$ cat src/logic/atr_pkg.sv
package atr_pkg;
  localparam int unsigned NUM_PINS = 10;
  localparam int unsigned NUM_SIGS = 13;
  localparam int unsigned NUM_DED  = 5;
  localparam int unsigned CLK_MHZ  = 250;
  // Output pulse 50 to 100 ns: aim at the least, rounded up
  localparam int unsigned PULSE_MIN_NS = 50;
  localparam int unsigned PULSE_CYC    = (PULSE_MIN_NS * CLK_MHZ + 999) / 1000;
  localparam int unsigned EDGE_MIN_NS  = 10;
  // Register indices
  localparam logic [7:0] REG_CTRL     = 8'h00;
  localparam logic [7:0] REG_OUT_EN   = 8'h01;
  localparam logic [7:0] REG_SIG_BASE = 8'h02;
  localparam logic [7:0] REG_PRE_CNT  = 8'h10;
  localparam logic [7:0] REG_POST_CNT = 8'h11;
  localparam logic [7:0] REG_STATUS   = 8'h12;
  localparam logic [7:0] REG_PIN_IN   = 8'h13;
  localparam logic [7:0] REG_SCAN_CNT = 8'h14;
  // Control bits
  localparam int unsigned CTRL_PRETRIG = 0;
  localparam int unsigned CTRL_SW_START = 1;
  localparam int unsigned CTRL_SW_STOP = 2;
  // Signal config fields
  localparam int unsigned SIG_SRC_LSB = 0;
  localparam int unsigned SIG_EN_BIT  = 4;
  localparam int unsigned SIG_INV_BIT = 5;
  localparam int unsigned SIG_LVL_BIT = 6;
  // Signal numbering
  localparam int unsigned SIG_START = 0;
  localparam int unsigned SIG_REF   = 1;
  localparam int unsigned SIG_SCAN  = 2;
  localparam logic [31:0] SIG_RST   = 32'h0000_0000;
  localparam logic [31:0] CNT_RST   = 32'h0000_0000;
  typedef enum logic [1:0] {
    ST_IDLE = 2'b00,
    ST_PRE  = 2'b01,
    ST_ARM  = 2'b10,
    ST_POST = 2'b11
  } atr_state_e;
endpackage : atr_pkg

$ cat src/logic/atr_trigger_pin_routing.sv
// How it works
// [RL1] Ten two-way function pins carry all external timing control
// [RL2] Each of thirteen timing signals picks any pin as source
// [RL3] Each pin driver enabled alone; pin drives its fixed timing signal
// [RL4] Signals without a pin output go to five dedicated outputs
// [RL5] Per pin edge or level detect; polarity inversion on all signals
// [RL6] External edge pulses last at least 10 ns, no maximum
// [RL7] Outside party must not drive a pin set as output
// [RL8] Posttrigger keeps only after-trigger data; pretrigger keeps both
// [RL9] Start trigger is edge detected, selectable pin and polarity
// [RL10] Pin 0 output pulses 50-100 ns at each acquisition start
// [RL11] All pin drivers off after reset until software enables them
// [RL12] Software command may issue the start trigger
// [RL13] Reference trigger edge detected; begins posttrigger phase
// [RL14] Pretrigger scans counted down; earlier reference edges ignored
// [RL15] At zero reload posttrigger count; after reference acquire then stop
// [RL16] Pin 1 output pulses 50-100 ns at accepted reference trigger
// [RL17] Reference trigger unused in posttriggered mode
// [RL18] Scan counter started by start trigger, stopped by software or count
// [RL19] Pin inputs synchronised before inversion and edge detection
`timescale 1ns/1ps
`default_nettype none
module atr_trigger_pin_routing (
  input  wire logic        clk,
  input  wire logic        rstn,
  input  wire logic [7:0]  addr,
  input  wire logic [31:0] wdata,
  input  wire logic        wr,
  input  wire logic        rd,
  output logic      [31:0] rdata,
  input  wire logic [9:0]  function_pin_i,
  output logic      [9:0]  function_pin_o,
  output logic      [9:0]  function_pin_oe,
  output logic      [4:0]  dedicated_o,
  input  wire logic [12:0] timing_int_i,
  output logic      [12:0] timing_ext_o,
  input  wire logic        scan_tick,
  output logic             acq_active,
  output logic             keep_data
);
  // [RL1] ten pin lanes
  localparam int unsigned NP = atr_pkg::NUM_PINS;
  localparam int unsigned NS = atr_pkg::NUM_SIGS;

  logic [NP-1:0] sync1_r, sync2_r, sync3_r;
  logic [NP-1:0] sync1_nxt, sync2_nxt, sync3_nxt;
  logic [6:0]    sig_cfg_r [NS];
  logic [6:0]    sig_cfg_nxt [NS];
  logic [NP-1:0] oe_r, oe_nxt;
  logic          pretrig_r, pretrig_nxt;
  logic [31:0]   pre_cnt_r, pre_cnt_nxt, post_cnt_r, post_cnt_nxt;
  logic [31:0]   scan_cnt_r, scan_cnt_nxt;
  atr_pkg::atr_state_e st_r, st_nxt;
  logic [31:0]   rdata_r, rdata_nxt;
  logic [NS-1:0] ext_r, ext_nxt;
  logic [NP-1:0] pin_o_r, pin_o_nxt;
  logic [4:0]    ded_r, ded_nxt;
  logic          keep_r, keep_nxt;
  logic [3:0]    p0_cnt_r, p0_cnt_nxt, p1_cnt_r, p1_cnt_nxt;
  logic [4:0]    p0_run_r, p0_run_nxt, p1_run_r, p1_run_nxt;
  logic          acq_r, acq_nxt;
  logic [NS-1:0] sig_evt;
  logic          start_evt, ref_evt, ref_accept, sw_start, sw_stop;

  // Sync chain: first stage read only by second
  // [RL19] input synchroniser
  always_comb begin
    sync1_nxt = function_pin_i;
    sync2_nxt = sync1_r;
    sync3_nxt = sync2_r;
  end

  // [RL2] source select per signal
  // [RL5] polarity and detect mode
  genvar g;
  generate
    for (g = 0; g < NS; g++) begin : g_sig
      logic [3:0] src;
      logic       cur, prv;
      assign src = sig_cfg_r[g][atr_pkg::SIG_SRC_LSB +: 4];
      assign cur = (src < 4'(NP)) ? (sync2_r[src] ^ sig_cfg_r[g][atr_pkg::SIG_INV_BIT]) : 1'b0;
      assign prv = (src < 4'(NP)) ? (sync3_r[src] ^ sig_cfg_r[g][atr_pkg::SIG_INV_BIT]) : 1'b0;
      // Edge mode gives one pulse per qualifying edge; level mode passes level
      assign sig_evt[g] = sig_cfg_r[g][atr_pkg::SIG_EN_BIT] &
                          (sig_cfg_r[g][atr_pkg::SIG_LVL_BIT] ? cur : (cur & ~prv));
      // [RL19] one pulse per edge
      edge_once_a: assert property (@(posedge clk) disable iff (!rstn) // [RL19]
        (sig_evt[g] && !sig_cfg_r[g][atr_pkg::SIG_LVL_BIT] && !wr) |=> !sig_evt[g])
        else $error("edge event longer than one cycle");
    end
  endgenerate

  wire ctrl_wr = wr && (addr == atr_pkg::REG_CTRL);
  assign sw_start = ctrl_wr && wdata[atr_pkg::CTRL_SW_START];
  assign sw_stop  = ctrl_wr && wdata[atr_pkg::CTRL_SW_STOP];
  // [RL9] start edge or [RL12] software start
  assign start_evt = sig_evt[atr_pkg::SIG_START] | sw_start;
  assign ref_evt   = sig_evt[atr_pkg::SIG_REF];
  // [RL14] reference accepted only once armed; [RL17] never in posttrigger
  assign ref_accept = ref_evt && (st_r == atr_pkg::ST_ARM);

  // Register file
  always_comb begin
    pretrig_nxt  = pretrig_r;
    oe_nxt       = oe_r;
    pre_cnt_nxt  = pre_cnt_r;
    post_cnt_nxt = post_cnt_r;
    for (int i = 0; i < NS; i++) begin
      sig_cfg_nxt[i] = sig_cfg_r[i];
    end
    rdata_nxt = 32'h0000_0000;
    if (wr) begin
      if (addr == atr_pkg::REG_CTRL) begin
        pretrig_nxt = wdata[atr_pkg::CTRL_PRETRIG];
      end else if (addr == atr_pkg::REG_OUT_EN) begin
        // [RL3] per pin driver enable
        oe_nxt = wdata[NP-1:0];
      end else if (addr == atr_pkg::REG_PRE_CNT) begin
        pre_cnt_nxt = wdata;
      end else if (addr == atr_pkg::REG_POST_CNT) begin
        post_cnt_nxt = wdata;
      end else if (addr >= atr_pkg::REG_SIG_BASE && addr < atr_pkg::REG_SIG_BASE + 8'(NS)) begin
        sig_cfg_nxt[4'(addr - atr_pkg::REG_SIG_BASE)] = wdata[6:0];
      end
    end
    if (rd) begin
      if (addr == atr_pkg::REG_CTRL) begin
        rdata_nxt = {31'h0, pretrig_r};
      end else if (addr == atr_pkg::REG_OUT_EN) begin
        rdata_nxt = {22'h0, oe_r};
      end else if (addr == atr_pkg::REG_PRE_CNT) begin
        rdata_nxt = pre_cnt_r;
      end else if (addr == atr_pkg::REG_POST_CNT) begin
        rdata_nxt = post_cnt_r;
      end else if (addr == atr_pkg::REG_STATUS) begin
        rdata_nxt = {29'h0, keep_r, st_r};
      end else if (addr == atr_pkg::REG_PIN_IN) begin
        rdata_nxt = {22'h0, sync2_r};
      end else if (addr == atr_pkg::REG_SCAN_CNT) begin
        rdata_nxt = scan_cnt_r;
      end else if (addr >= atr_pkg::REG_SIG_BASE && addr < atr_pkg::REG_SIG_BASE + 8'(NS)) begin
        rdata_nxt = {25'h0, sig_cfg_r[4'(addr - atr_pkg::REG_SIG_BASE)]};
      end
    end
  end

  // Acquisition sequencer
  always_comb begin
    st_nxt       = st_r;
    scan_cnt_nxt = scan_cnt_r;
    keep_nxt     = keep_r;
    case (st_r)
      atr_pkg::ST_IDLE: begin
        // [RL18] scan counter starts on start trigger
        if (start_evt) begin
          st_nxt       = pretrig_r ? atr_pkg::ST_PRE : atr_pkg::ST_POST;
          scan_cnt_nxt = pretrig_r ? pre_cnt_r : post_cnt_r;
          // [RL8] posttrigger data only kept after trigger
          keep_nxt     = 1'b1;
        end
      end
      atr_pkg::ST_PRE: begin
        // [RL14] count pretrigger scans
        if (scan_cnt_r == 32'h0) begin
          // [RL15] reload posttrigger count
          st_nxt       = atr_pkg::ST_ARM;
          scan_cnt_nxt = post_cnt_r;
        end else if (scan_tick) begin
          scan_cnt_nxt = scan_cnt_r - 32'h1;
        end
      end
      atr_pkg::ST_ARM: begin
        // [RL13] reference edge begins posttrigger phase
        if (ref_accept) begin
          st_nxt = atr_pkg::ST_POST;
        end
      end
      default: begin
        // [RL15] acquire post count then stop
        if (scan_cnt_r == 32'h0) begin
          st_nxt   = atr_pkg::ST_IDLE;
          keep_nxt = 1'b0;
        end else if (scan_tick) begin
          scan_cnt_nxt = scan_cnt_r - 32'h1;
        end
      end
    endcase
    // [RL18] software stop
    if (sw_stop) begin
      st_nxt   = atr_pkg::ST_IDLE;
      keep_nxt = 1'b0;
    end
    // Registered so the output comes straight from a flip-flop
    acq_nxt = (st_nxt != atr_pkg::ST_IDLE);
  end

  // Output pulses and pin drive
  always_comb begin
    p0_cnt_nxt = (p0_cnt_r != 4'h0) ? p0_cnt_r - 4'h1 : 4'h0;
    p1_cnt_nxt = (p1_cnt_r != 4'h0) ? p1_cnt_r - 4'h1 : 4'h0;
    // [RL10] start marker pulse
    if (st_r == atr_pkg::ST_IDLE && start_evt) begin
      p0_cnt_nxt = 4'(atr_pkg::PULSE_CYC);
    end
    // [RL16] reference marker pulse
    if (ref_accept) begin
      p1_cnt_nxt = 4'(atr_pkg::PULSE_CYC);
    end
    ext_nxt = sig_evt;
    // [RL3] fixed pin to signal mapping
    pin_o_nxt = {timing_int_i[9:2], p1_cnt_nxt != 4'h0, p0_cnt_nxt != 4'h0};
    // [RL4] remaining signals on dedicated outputs
    // Only three signals are left over, so the two top dedicated lines stay low
    ded_nxt = {2'h0, timing_int_i[12:10]};
  end

  // Width check helpers: consecutive high cycles of each marker pin
  // Five bits leave room past the pulse length, so a stretched pulse still shows
  always_comb begin
    p0_run_nxt = pin_o_r[0] ? p0_run_r + 5'h1 : 5'h0;
    p1_run_nxt = pin_o_r[1] ? p1_run_r + 5'h1 : 5'h0;
  end

  always_ff @(posedge clk or negedge rstn) begin
    if (!rstn) begin
      sync1_r    <= '0;
      sync2_r    <= '0;
      sync3_r    <= '0;
      // [RL11] drivers off after reset
      oe_r       <= '0;
      pretrig_r  <= 1'b0;
      pre_cnt_r  <= atr_pkg::CNT_RST;
      post_cnt_r <= atr_pkg::CNT_RST;
      scan_cnt_r <= atr_pkg::CNT_RST;
      st_r       <= atr_pkg::ST_IDLE;
      rdata_r    <= 32'h0000_0000;
      ext_r      <= '0;
      pin_o_r    <= '0;
      ded_r      <= '0;
      keep_r     <= 1'b0;
      p0_cnt_r   <= 4'h0;
      p1_cnt_r   <= 4'h0;
      p0_run_r   <= 5'h0;
      p1_run_r   <= 5'h0;
      acq_r      <= 1'b0;
      for (int i = 0; i < NS; i++) begin
        sig_cfg_r[i] <= atr_pkg::SIG_RST[6:0];
      end
    end else begin
      sync1_r    <= sync1_nxt;
      sync2_r    <= sync2_nxt;
      sync3_r    <= sync3_nxt;
      oe_r       <= oe_nxt;
      pretrig_r  <= pretrig_nxt;
      pre_cnt_r  <= pre_cnt_nxt;
      post_cnt_r <= post_cnt_nxt;
      scan_cnt_r <= scan_cnt_nxt;
      st_r       <= st_nxt;
      rdata_r    <= rdata_nxt;
      ext_r      <= ext_nxt;
      pin_o_r    <= pin_o_nxt;
      ded_r      <= ded_nxt;
      keep_r     <= keep_nxt;
      p0_cnt_r   <= p0_cnt_nxt;
      p1_cnt_r   <= p1_cnt_nxt;
      p0_run_r   <= p0_run_nxt;
      p1_run_r   <= p1_run_nxt;
      acq_r      <= acq_nxt;
      for (int i = 0; i < NS; i++) begin
        sig_cfg_r[i] <= sig_cfg_nxt[i];
      end
    end
  end

  assign rdata           = rdata_r;
  assign timing_ext_o    = ext_r;
  assign function_pin_o  = pin_o_r;
  // [RL7] device relies on no contention while enabled
  assign function_pin_oe = oe_r;
  assign dedicated_o     = ded_r;
  assign acq_active      = acq_r;
  assign keep_data       = keep_r;

  // Marker pulses, sequencer and pin enable checks
  start_pulse_a: assert property (@(posedge clk) disable iff (!rstn) // [RL10]
    $fell(function_pin_o[0]) |-> p0_run_r == 5'(atr_pkg::PULSE_CYC))
    else $error("start pulse width wrong");
  start_mark_a: assert property (@(posedge clk) disable iff (!rstn) // [RL10]
    (st_r == atr_pkg::ST_IDLE && start_evt) |=> function_pin_o[0])
    else $error("start marker missing");
  ref_pulse_a: assert property (@(posedge clk) disable iff (!rstn) // [RL16]
    ref_accept |=> function_pin_o[1])
    else $error("reference pulse missing");
  ref_width_a: assert property (@(posedge clk) disable iff (!rstn) // [RL16]
    $fell(function_pin_o[1]) |-> p1_run_r == 5'(atr_pkg::PULSE_CYC))
    else $error("reference pulse width wrong");
  ref_ignored_a: assert property (@(posedge clk) disable iff (!rstn) // [RL14]
    (st_r == atr_pkg::ST_PRE) |=> st_r != atr_pkg::ST_POST)
    else $error("reference accepted before count zero");
  post_noref_a: assert property (@(posedge clk) disable iff (!rstn) // [RL17]
    (st_r == atr_pkg::ST_IDLE && start_evt && !pretrig_r && !sw_stop) |=> st_r == atr_pkg::ST_POST)
    else $error("posttrigger did not start");
  pre_reload_a: assert property (@(posedge clk) disable iff (!rstn) // [RL15]
    (st_r == atr_pkg::ST_PRE && scan_cnt_r == 32'h0 && !sw_stop) |=>
    (st_r == atr_pkg::ST_ARM && scan_cnt_r == $past(post_cnt_r)))
    else $error("post count not reloaded");
  sw_stop_a: assert property (@(posedge clk) disable iff (!rstn) // [RL18]
    sw_stop |=> st_r == atr_pkg::ST_IDLE && !keep_data)
    else $error("software stop ignored");
  start_edge_a: assert property (@(posedge clk) disable iff (!rstn) // [RL9]
    (sig_evt[atr_pkg::SIG_START] && !sig_cfg_r[atr_pkg::SIG_START][atr_pkg::SIG_LVL_BIT] &&
     st_r == atr_pkg::ST_IDLE && !sw_stop) |=> acq_active)
    else $error("start edge ignored");
  oe_follow_a: assert property (@(posedge clk) disable iff (!rstn) // [RL3]
    (wr && addr == atr_pkg::REG_OUT_EN) |=> function_pin_oe == $past(wdata[9:0]))
    else $error("pin enable not applied");

  // Reference edges outside the armed state never reload the pin 1 marker
  ref_drop_a: assert property (@(posedge clk) disable iff (!rstn) // [RL14]
    (ref_evt && st_r != atr_pkg::ST_ARM) |=> p1_cnt_r != 4'(atr_pkg::PULSE_CYC))
    else $error("reference edge accepted outside armed state");
  cnt_load_a: assert property (@(posedge clk) disable iff (!rstn) // [RL18]
    (st_r == atr_pkg::ST_IDLE && start_evt && !sw_stop) |=>
    scan_cnt_r == ($past(pretrig_r) ? $past(pre_cnt_r) : $past(post_cnt_r)))
    else $error("scan counter not loaded at start");
  post_stop_a: assert property (@(posedge clk) disable iff (!rstn) // [RL15]
    (st_r == atr_pkg::ST_POST && scan_cnt_r == 32'h0) |=> !acq_active)
    else $error("acquisition did not stop");
  keep_match_a: assert property (@(posedge clk) disable iff (!rstn) // [RL8]
    keep_data == acq_active)
    else $error("data delivery outside acquisition");

  // Output routing
  pin_route_a: assert property (@(posedge clk) disable iff (!rstn) // [RL3]
    1'b1 |=> function_pin_o[9:2] == $past(timing_int_i[9:2]))
    else $error("pin drive not routed");
  ded_route_a: assert property (@(posedge clk) disable iff (!rstn) // [RL4]
    1'b1 |=> dedicated_o == {2'h0, $past(timing_int_i[12:10])})
    else $error("dedicated output not routed");
  ext_route_a: assert property (@(posedge clk) disable iff (!rstn) // [RL5]
    1'b1 |=> timing_ext_o == $past(sig_evt))
    else $error("timing event not routed");
endmodule : atr_trigger_pin_routing
`default_nettype wire

$ cat config.mk
export PLATFORM = sky130hd
export DESIGN_NAME = atr_trigger_pin_routing
export DESIGN_NICKNAME = d
export VERILOG_FILES = /design/src/logic/atr_pkg.sv /design/src/logic/atr_trigger_pin_routing.sv
export SDC_FILE = /design/constraint.sdc
export NUM_CORES = 1
export LEC_CHECK = 0
export BUFFER_PORTS_ARGS = -buffer_cell sky130_fd_sc_hd__buf_2
export CAP_MARGIN = 15
export CORE_UTILIZATION = 40
export CTS_CLUSTER_SIZE = 25
export DETAILED_ROUTE_END_ITERATION = 6
export GPL_ROUTABILITY_DRIVEN = 0
export GPL_TIMING_DRIVEN = 0
export PLACE_DENSITY = 0.63
export SYNTH_ARGS = -nofsm -noshare
export SYNTH_HDL_FRONTEND = slang
export SYNTH_SLANG_ARGS = --single-unit
$ cat constraint.sdc
create_clock -name clk -period 5.6 [get_ports clk]
set_clock_uncertainty 0.2 [all_clocks]
set_input_delay 0.28 -clock clk [delete_from_list [all_inputs] [get_ports clk]]
set_output_delay 0.28 -clock clk [all_outputs]
set_load 0.02 [all_outputs]
# Word-level counts from Yosys, hierarchy flattened
# Index checks and enable logic that the tools add are counted.
# Widths: inputs -> output; s select.
# classes
add_sub_neg,4
magnitude_cmp,30
n_eq_ne,12
mux,127
bitwise_logic,72
reduce_logical,24
# op_table
operator,count
$mux 32,13
$bmux 1 s4,26
$pmux 32 s3,1
$bwmux 91,1
$mux 1,68
$lt 4x5->1 const B,13
$lt 4x4->1 const B,13
$eq 8x5->1 const B,5
$logic_not 32->1,1
$sub 32x1->32 const B,1
$bmux 7 s4,1
$demux 7 s4,1
$mux 7,4
$and 1x1->1,26
$xor 1x1->1,26
$not 1->1,18
$mux 4,4
$reduce_bool 4->1,4
$mux 2,6
$reduce_and 3->1,3
$eq 8x1->1 const B,1
$ge 8x2->1 const B,1
$logic_not 8->1,1
$lt 8x4->1 const B,1
23 further kinds,30
# word_totals
register_bits,298
input_bits,68
output_inout_bits,72
word_cells,299

# Depth between registers and ports, before layout
# depth
depth_word,14
depth_mapped,12
mapped_depth_nobuf,10

# Worst setup path before layout
# No wires, ideal clock.
# synth_path
path_type,reg-to-reg
start,register sig_cfg_r (netlist bit g_sig[0].src[0])
end,register scan_cnt_r[2]
setup_ns,0.129
arrival_time_ns,2.452
required_ns,5.271
slack_ns,2.819
stages_incl_launch_ff,11
path_buffers,2
synth_period_minus_slack_ns,2.781
path_cell_list,dfrtp_1 > buf_6 > mux2i_1 > mux4_2 > o22ai_1 > mux2_2 > nor3_4 > nor3b_4 > buf_6 > o31ai_1 > o21ai_2
# synth_via
elab_chain_cells,11
elab_cells_between_ends,16
cone_classes,1 x order compare; 1 x eq/ne; 7 x mux; 6 x bitwise; 1 x reduce/logical
# synth_lines
element,line_no,rtl
from (decl),atr_trigger_pin_routing.sv:47,logic [6:0] sig_cfg_r [NS];
"from (signal, indexed assignment)",atr_trigger_pin_routing.sv:247,sig_cfg_r[i] <= atr_pkg::SIG_RST[6:0];
"from (signal, indexed assignment)",atr_trigger_pin_routing.sv:270,sig_cfg_r[i] <= sig_cfg_nxt[i];
$bmux 1 s4,atr_trigger_pin_routing.sv:82,assign prv = (src < 4'(NP)) ? (sync3_r[src] ^ sig_cfg_r[g][atr_pkg::SIG_INV_BIT]) : 1'b0;
$mux 1 (not written as such),atr_trigger_pin_routing.sv:82,
$xor 1x1->1,atr_trigger_pin_routing.sv:82,
$mux 1,atr_trigger_pin_routing.sv:82,
$not 1->1,atr_trigger_pin_routing.sv:85,(sig_cfg_r[g][atr_pkg::SIG_LVL_BIT] ? cur : (cur & ~prv));
$and 1x1->1,atr_trigger_pin_routing.sv:85,
$mux 1 (*),atr_trigger_pin_routing.sv:85,
$and 1x1->1 (*),atr_trigger_pin_routing.sv:84,assign sig_evt[g] = sig_cfg_r[g][atr_pkg::SIG_EN_BIT] &
via ext_nxt[0],atr_trigger_pin_routing.sv:55,"logic [NS-1:0] ext_r, ext_nxt;"
$or 1x1->1 (*),atr_trigger_pin_routing.sv:97,assign start_evt = sig_evt[atr_pkg::SIG_START] | sw_start;
$ne 2x2->1 (no source line) (*),--,
$reduce_and 3->1 (no source line) (*),--,
to (signal assigned),atr_trigger_pin_routing.sv:234,scan_cnt_r <= atr_pkg::CNT_RST;
to (signal assigned),atr_trigger_pin_routing.sv:257,scan_cnt_r <= scan_cnt_nxt;
to (decl),atr_trigger_pin_routing.sv:52,"logic [31:0] scan_cnt_r, scan_cnt_nxt;"
# The timed path passes the listed nets; every way through them passes the cells marked *. The select of a mux whose other input is x is not followed.
# A chain may end at the register's enable or synchronous reset.

# Worst setup path in the final report
# layout_path
start,register scan_cnt_r[5]
end,register scan_cnt_r[29]
# layout_via
elab_chain_cells,4
elab_cells_between_ends,8
cone_classes,1 x add/sub; 1 x eq/ne; 4 x mux; 2 x reduce/logical
# layout_lines
element,line_no,rtl
$sub 32x1->32,"atr_trigger_pin_routing.sv:169, atr_trigger_pin_routing.sv:184",
$mux 32,"atr_trigger_pin_routing.sv:168, atr_trigger_pin_routing.sv:183",
"$mux 32, on equally long branches","atr_trigger_pin_routing.sv:180, atr_trigger_pin_routing.sv:164",
$pmux 32 s3,atr_trigger_pin_routing.sv:152,case (st_r)
# Several ways; a longest one is shown, not always the timed one. The select of a mux whose other input is x is not followed.

==> impl_metrics.xml <==
<?xml version="1.0" encoding="UTF-8"?>
<metrics>
  <group name="outcome">
    <metric name="run_status" unit="">complete, no violations</metric>
  </group>
  <group name="final_layout">
    <metric name="multiInputGateArea" unit="mm2">0.008110</metric>
    <metric name="syn_to_final_growth" unit="%">18.85</metric>
    <metric name="fill_cell_instance_count_of_the_final_layout" unit="">3611</metric>
    <metric name="layout-drive-gt1-share" unit="%">32.57</metric>
    <metric name="final_common_cell" unit="">sky130_fd_sc_hd__dfrtp_1</metric>
    <metric name="area.sequential" unit="mm2">0.007457</metric>
    <metric name="final-instance-count-excl-fill" unit="">2100</metric>
    <metric name="finish.utilization" unit="%">48.29</metric>
    <metric name="finalNetCount" unit="">1629</metric>
    <metric name="mostFrequentLayoutCells" unit="">sky130_fd_sc_hd__dfrtp_1 (298), sky130_fd_sc_hd__mux2_2 (193), sky130_fd_sc_hd__buf_2 (153)</metric>
    <metric name="antenna_cells_inserted" unit="">0</metric>
  </group>
  <group name="clocking">
    <metric name="post_cts_hold_buffer_count" unit="">55</metric>
    <metric name="clock_tree.buffer_depth" unit="">3</metric>
    <metric name="cts_post_setup_buffers_inserted" unit="">0</metric>
    <metric name="clock_latency" unit="ns">0.55</metric>
    <metric name="cts_made_buffers" unit="">35</metric>
    <metric name="clk_pin_slew_worst_paths" unit="ns">0.06</metric>
    <metric name="cts_tree" unit="">done</metric>
    <metric name="cts.sink_count" unit="">298</metric>
    <metric name="cts-root-buf" unit="">sky130_fd_sc_hd__clkbuf_16</metric>
    <metric name="h_tree_lvls" unit="">2</metric>
    <metric name="postCtsResizedCells" unit="">0</metric>
  </group>
  <group name="setup_path">
    <metric name="critical_path.startpoint_type" unit="">flip-flop</metric>
    <metric name="worstPathCellList" unit="">nor4_1 &gt; nand3_1 &gt; nor2_1 &gt; nand4b_1 &gt; xnor2_1 &gt; a22oi_1 &gt; o21ai_0 &gt; mux2_4</metric>
    <metric name="critPathSlowestCell" unit="">sky130_fd_sc_hd__nor4_1</metric>
    <metric name="r2r_cells" unit="">8</metric>
    <metric name="critPathMaxFanout" unit="">7</metric>
    <metric name="critical_path.reg2reg.startpoint" unit="">scan_cnt_r[5]</metric>
    <metric name="end_kind" unit="">flip-flop</metric>
    <metric name="setup.worst_path.class" unit="">flip-flop to flip-flop</metric>
    <metric name="timing.critical_path.arrival" unit="ns">3.67</metric>
    <metric name="regToRegEndpoint" unit="">scan_cnt_r[29]</metric>
    <metric name="timing.critical_path.buf_inv" unit="">0</metric>
    <metric name="setup_slack_on_the_worst_flop_to_flop_path" unit="ns">2.15</metric>
    <metric name="max_incr_delay_on_cp" unit="ns">0.77</metric>
    <metric name="timing.critical_path.required" unit="ns">5.82</metric>
    <metric name="critical_path.top_delay_family" unit="">simple AND/OR/NAND/NOR gates</metric>
  </group>
  <group name="global_route">
    <metric name="grt-ovfl-total" unit="">0</metric>
    <metric name="grt_max_degree" unit="">120</metric>
    <metric name="grt_first_pass_wirelength" unit="mm">75.89</metric>
    <metric name="antenna_found_initial" unit="">1</metric>
    <metric name="grt_use_total" unit="%">24.05</metric>
    <metric name="grt_pass1_vias" unit="">12800</metric>
  </group>
  <group name="hold_path">
    <metric name="hold_path.startpoint" unit="">wdata[3]</metric>
    <metric name="hold_class" unit="">primary input to flip-flop</metric>
    <metric name="hold_path_end" unit="">g_sig[1].src[3]</metric>
    <metric name="worstHoldPathCells" unit="">2</metric>
  </group>
  <group name="pwr">
    <metric name="seq_power_share" unit="%">38.6</metric>
    <metric name="power_frac_comb" unit="%">28.0</metric>
    <metric name="internal-power" unit="uW">4379</metric>
    <metric name="p_sw" unit="uW">2300</metric>
    <metric name="share_clk_of_total_power" unit="%">33.4</metric>
    <metric name="power_per_cell_area" unit="mW/mm2">348.1</metric>
    <metric name="irDropWorstVdd" unit="V">0.0002280</metric>
    <metric name="power_leakage" unit="uW">0.008406</metric>
    <metric name="power.switching_fraction" unit="%">34.43</metric>
  </group>
  <group name="yosys">
    <metric name="post_synth_inst_count" unit="">1324</metric>
    <metric name="synthesis.yosys.warnings" unit="">0</metric>
    <metric name="ys_seq_elements" unit="">298</metric>
    <metric name="syn-mean-instance-area" unit="um2">12.19</metric>
    <metric name="dominantRegCellSynth" unit="">sky130_fd_sc_hd__dfrtp_1</metric>
    <metric name="yosysUniqueCellTypes" unit="">68</metric>
    <metric name="synth-edff-count" unit="">0</metric>
    <metric name="synth_seq_area_share" unit="%">46.19</metric>
    <metric name="proportion_of_synthesized_flip_flops_having_asynchronous_set_or_reset" unit="%">100.0</metric>
    <metric name="syn-cell-area" unit="mm2">0.01614</metric>
  </group>
  <group name="detailed_routing">
    <metric name="drt-wirelength-per-cell" unit="um">23.29</metric>
    <metric name="via_count" unit="">12730</metric>
    <metric name="wirelength" unit="mm">48.90</metric>
    <metric name="drt_pre_antenna_iters" unit="">7</metric>
    <metric name="route.detailed.drc" unit="">0</metric>
    <metric name="drt_iter0_markers" unit="">1194</metric>
    <metric name="antenna_violating_nets_post_route" unit="">0</metric>
    <metric name="drt-vias-per-instance" unit="">6.060</metric>
  </group>
  <group name="place">
    <metric name="detailedPlacementHpwl" unit="mm">33.84</metric>
    <metric name="placedCellCount" unit="">1985</metric>
    <metric name="dpl_worst_slack" unit="ns">1.920</metric>
    <metric name="count_of_input_and_output_buffers" unit="">133</metric>
  </group>
  <group name="sta">
    <metric name="max-slew-margin-rel" unit="%">20.70</metric>
    <metric name="fmax" unit="GHz">0.2898</metric>
    <metric name="unrepaired_setup_endpoints_after_global_routing" unit="">false</metric>
    <metric name="finalCritPeriodShare" unit="%">61.62</metric>
    <metric name="setup-violations-final" unit="">0</metric>
    <metric name="finalSetupTns" unit="ns">0</metric>
    <metric name="finalHoldViolations" unit="">0</metric>
    <metric name="worst_slew_pin_slew" unit="ns">1.173</metric>
    <metric name="timing.final.ws_setup" unit="ns">2.149</metric>
    <metric name="slew_violations" unit="">0</metric>
    <metric name="fin_crit" unit="ns">3.451</metric>
  </group>
  <group name="floorplan">
    <metric name="floorplan.die.height" unit="um">202.9</metric>
    <metric name="floorplan.die_area" unit="mm2">0.04116</metric>
    <metric name="floorplan.die.width" unit="um">202.9</metric>
    <metric name="io-pin-count" unit="">140</metric>
    <metric name="design.core.area" unit="mm2">0.03973</metric>
    <metric name="starting_density" unit="%">40.63</metric>
    <metric name="num_rows" unit="">73</metric>
  </group>
  <group name="run">
    <metric name="timing.max_cap.violations" unit="">0</metric>
  </group>
</metrics>
==> per-layer routing <==
metal	wire length (um)	global-route usage (%)
met5	16	0
met1	19920	31.42
met2	23340	39.00
met4	2035	10.63
met3	3583	4.414
==> registers in the layout (all words and copies together) (netlist names), 10 cells and up <==
signal and flops:
g_sig.src 52, sig_cfg_r 39, post_cnt_r 32, pre_cnt_r 32, rdata 32, scan_cnt_r 32
timing_ext_o 13, function_pin_o 10, function_pin_oe 10, sync1_r 10, sync2_r 10, sync3_r 10
==> area by class of cell <==
cell class,instances,share of cell area [%]
multi-input combinational,897,42.27
sequential,298,38.87
timing repair buffer,190,6.678
clock buffer,48,5.132
tap,525,3.424
buffer,112,2.667
clock inverter,12,0.6065
inverter,18,0.3522
==> cell usage after synthesis, types with 19 or more instances <==
| master | n | area (um2) |
|---|---|---|
| sky130_fd_sc_hd__dfrtp_1 | 298 | 7457 |
| sky130_fd_sc_hd__mux2_2 | 193 | 2173 |
| sky130_fd_sc_hd__buf_2 | 21 | 105.1 |
| sky130_fd_sc_hd__mux2i_1 | 67 | 670.6 |
| sky130_fd_sc_hd__a222oi_1 | 37 | 370.4 |
| sky130_fd_sc_hd__o22ai_1 | 29 | 181.4 |
| sky130_fd_sc_hd__o21ai_1 | 22 | 110.1 |
| sky130_fd_sc_hd__a21oi_1 | 26 | 130.1 |
| sky130_fd_sc_hd__nor2_1 | 88 | 330.3 |
| sky130_fd_sc_hd__o21ai_0 | 59 | 295.3 |
| sky130_fd_sc_hd__clkbuf_1 | 78 | 292.8 |
| sky130_fd_sc_hd__nand2_1 | 63 | 236.5 |
| sky130_fd_sc_hd__mux4_2 | 76 | 1712 |
| sky130_fd_sc_hd__nor3_1 | 19 | 95.09 |
==> stage by stage <==
| stage | power, uW | hold WS (ns) | instance area [um2] |
|---|---|---|---|
| floorplan | 3822 | -0.2156 | 16150 |
| global placement | 4377 | 0.1323 | 17470 |
| detailed placement | 4418 | 0.08110 | 17530 |
| CTS | 6704 | 0.02660 | 19190 |
| global route | 7002 | 0.02642 | 19190 |
| finish | 6679 | 0.04614 | 19190 |
==> power groups by stage <==
| stage | combinational [uW] | clock [uW] | sequential [uW] |
|---|---|---|---|
| floorplan | 1270 | 0 | 2550 |
| CTS | 1840 | 2290 | 2570 |
| global route | 2030 | 2360 | 2610 |
| detailed placement | 1810 | 0 | 2610 |
| global placement | 1770 | 0 | 2610 |
| finish | 1870 | 2230 | 2580 |
==> cell families (layout without fill, tap and decap cells) <==
family,Yosys count,after routing,share of synthesized area [%]
AO/OA/AOI/OAI,272,272,12.03
XOR/XNOR,25,25,1.356
adder cells (fa/ha/maj),9,9,0.6976
buffers and inverters,130,380,3.589
flip-flops,298,298,46.19
multiplexers,343,343,28.73
other,1,2,0.02323
AND/OR/NAND/NOR,246,246,7.379
==> worst max path at each step <==
stage,start,endpoint,slack (ns),cells past startpoint
CTS,scan_cnt_r[5],scan_cnt_r[29],2.29,8
detailed placement,addr[4],g_sig[8].src[3],1.92,7
finish,scan_cnt_r[5],scan_cnt_r[29],2.15,8
floorplan,g_sig[0].src[0],scan_cnt_r[2],2.82,10
global placement,rstn,g_sig[5].src[2],-1.56,1
global route,scan_cnt_r[5],scan_cnt_r[29],1.98,8
Note: power is estimated with default switching activity, not from simulation.
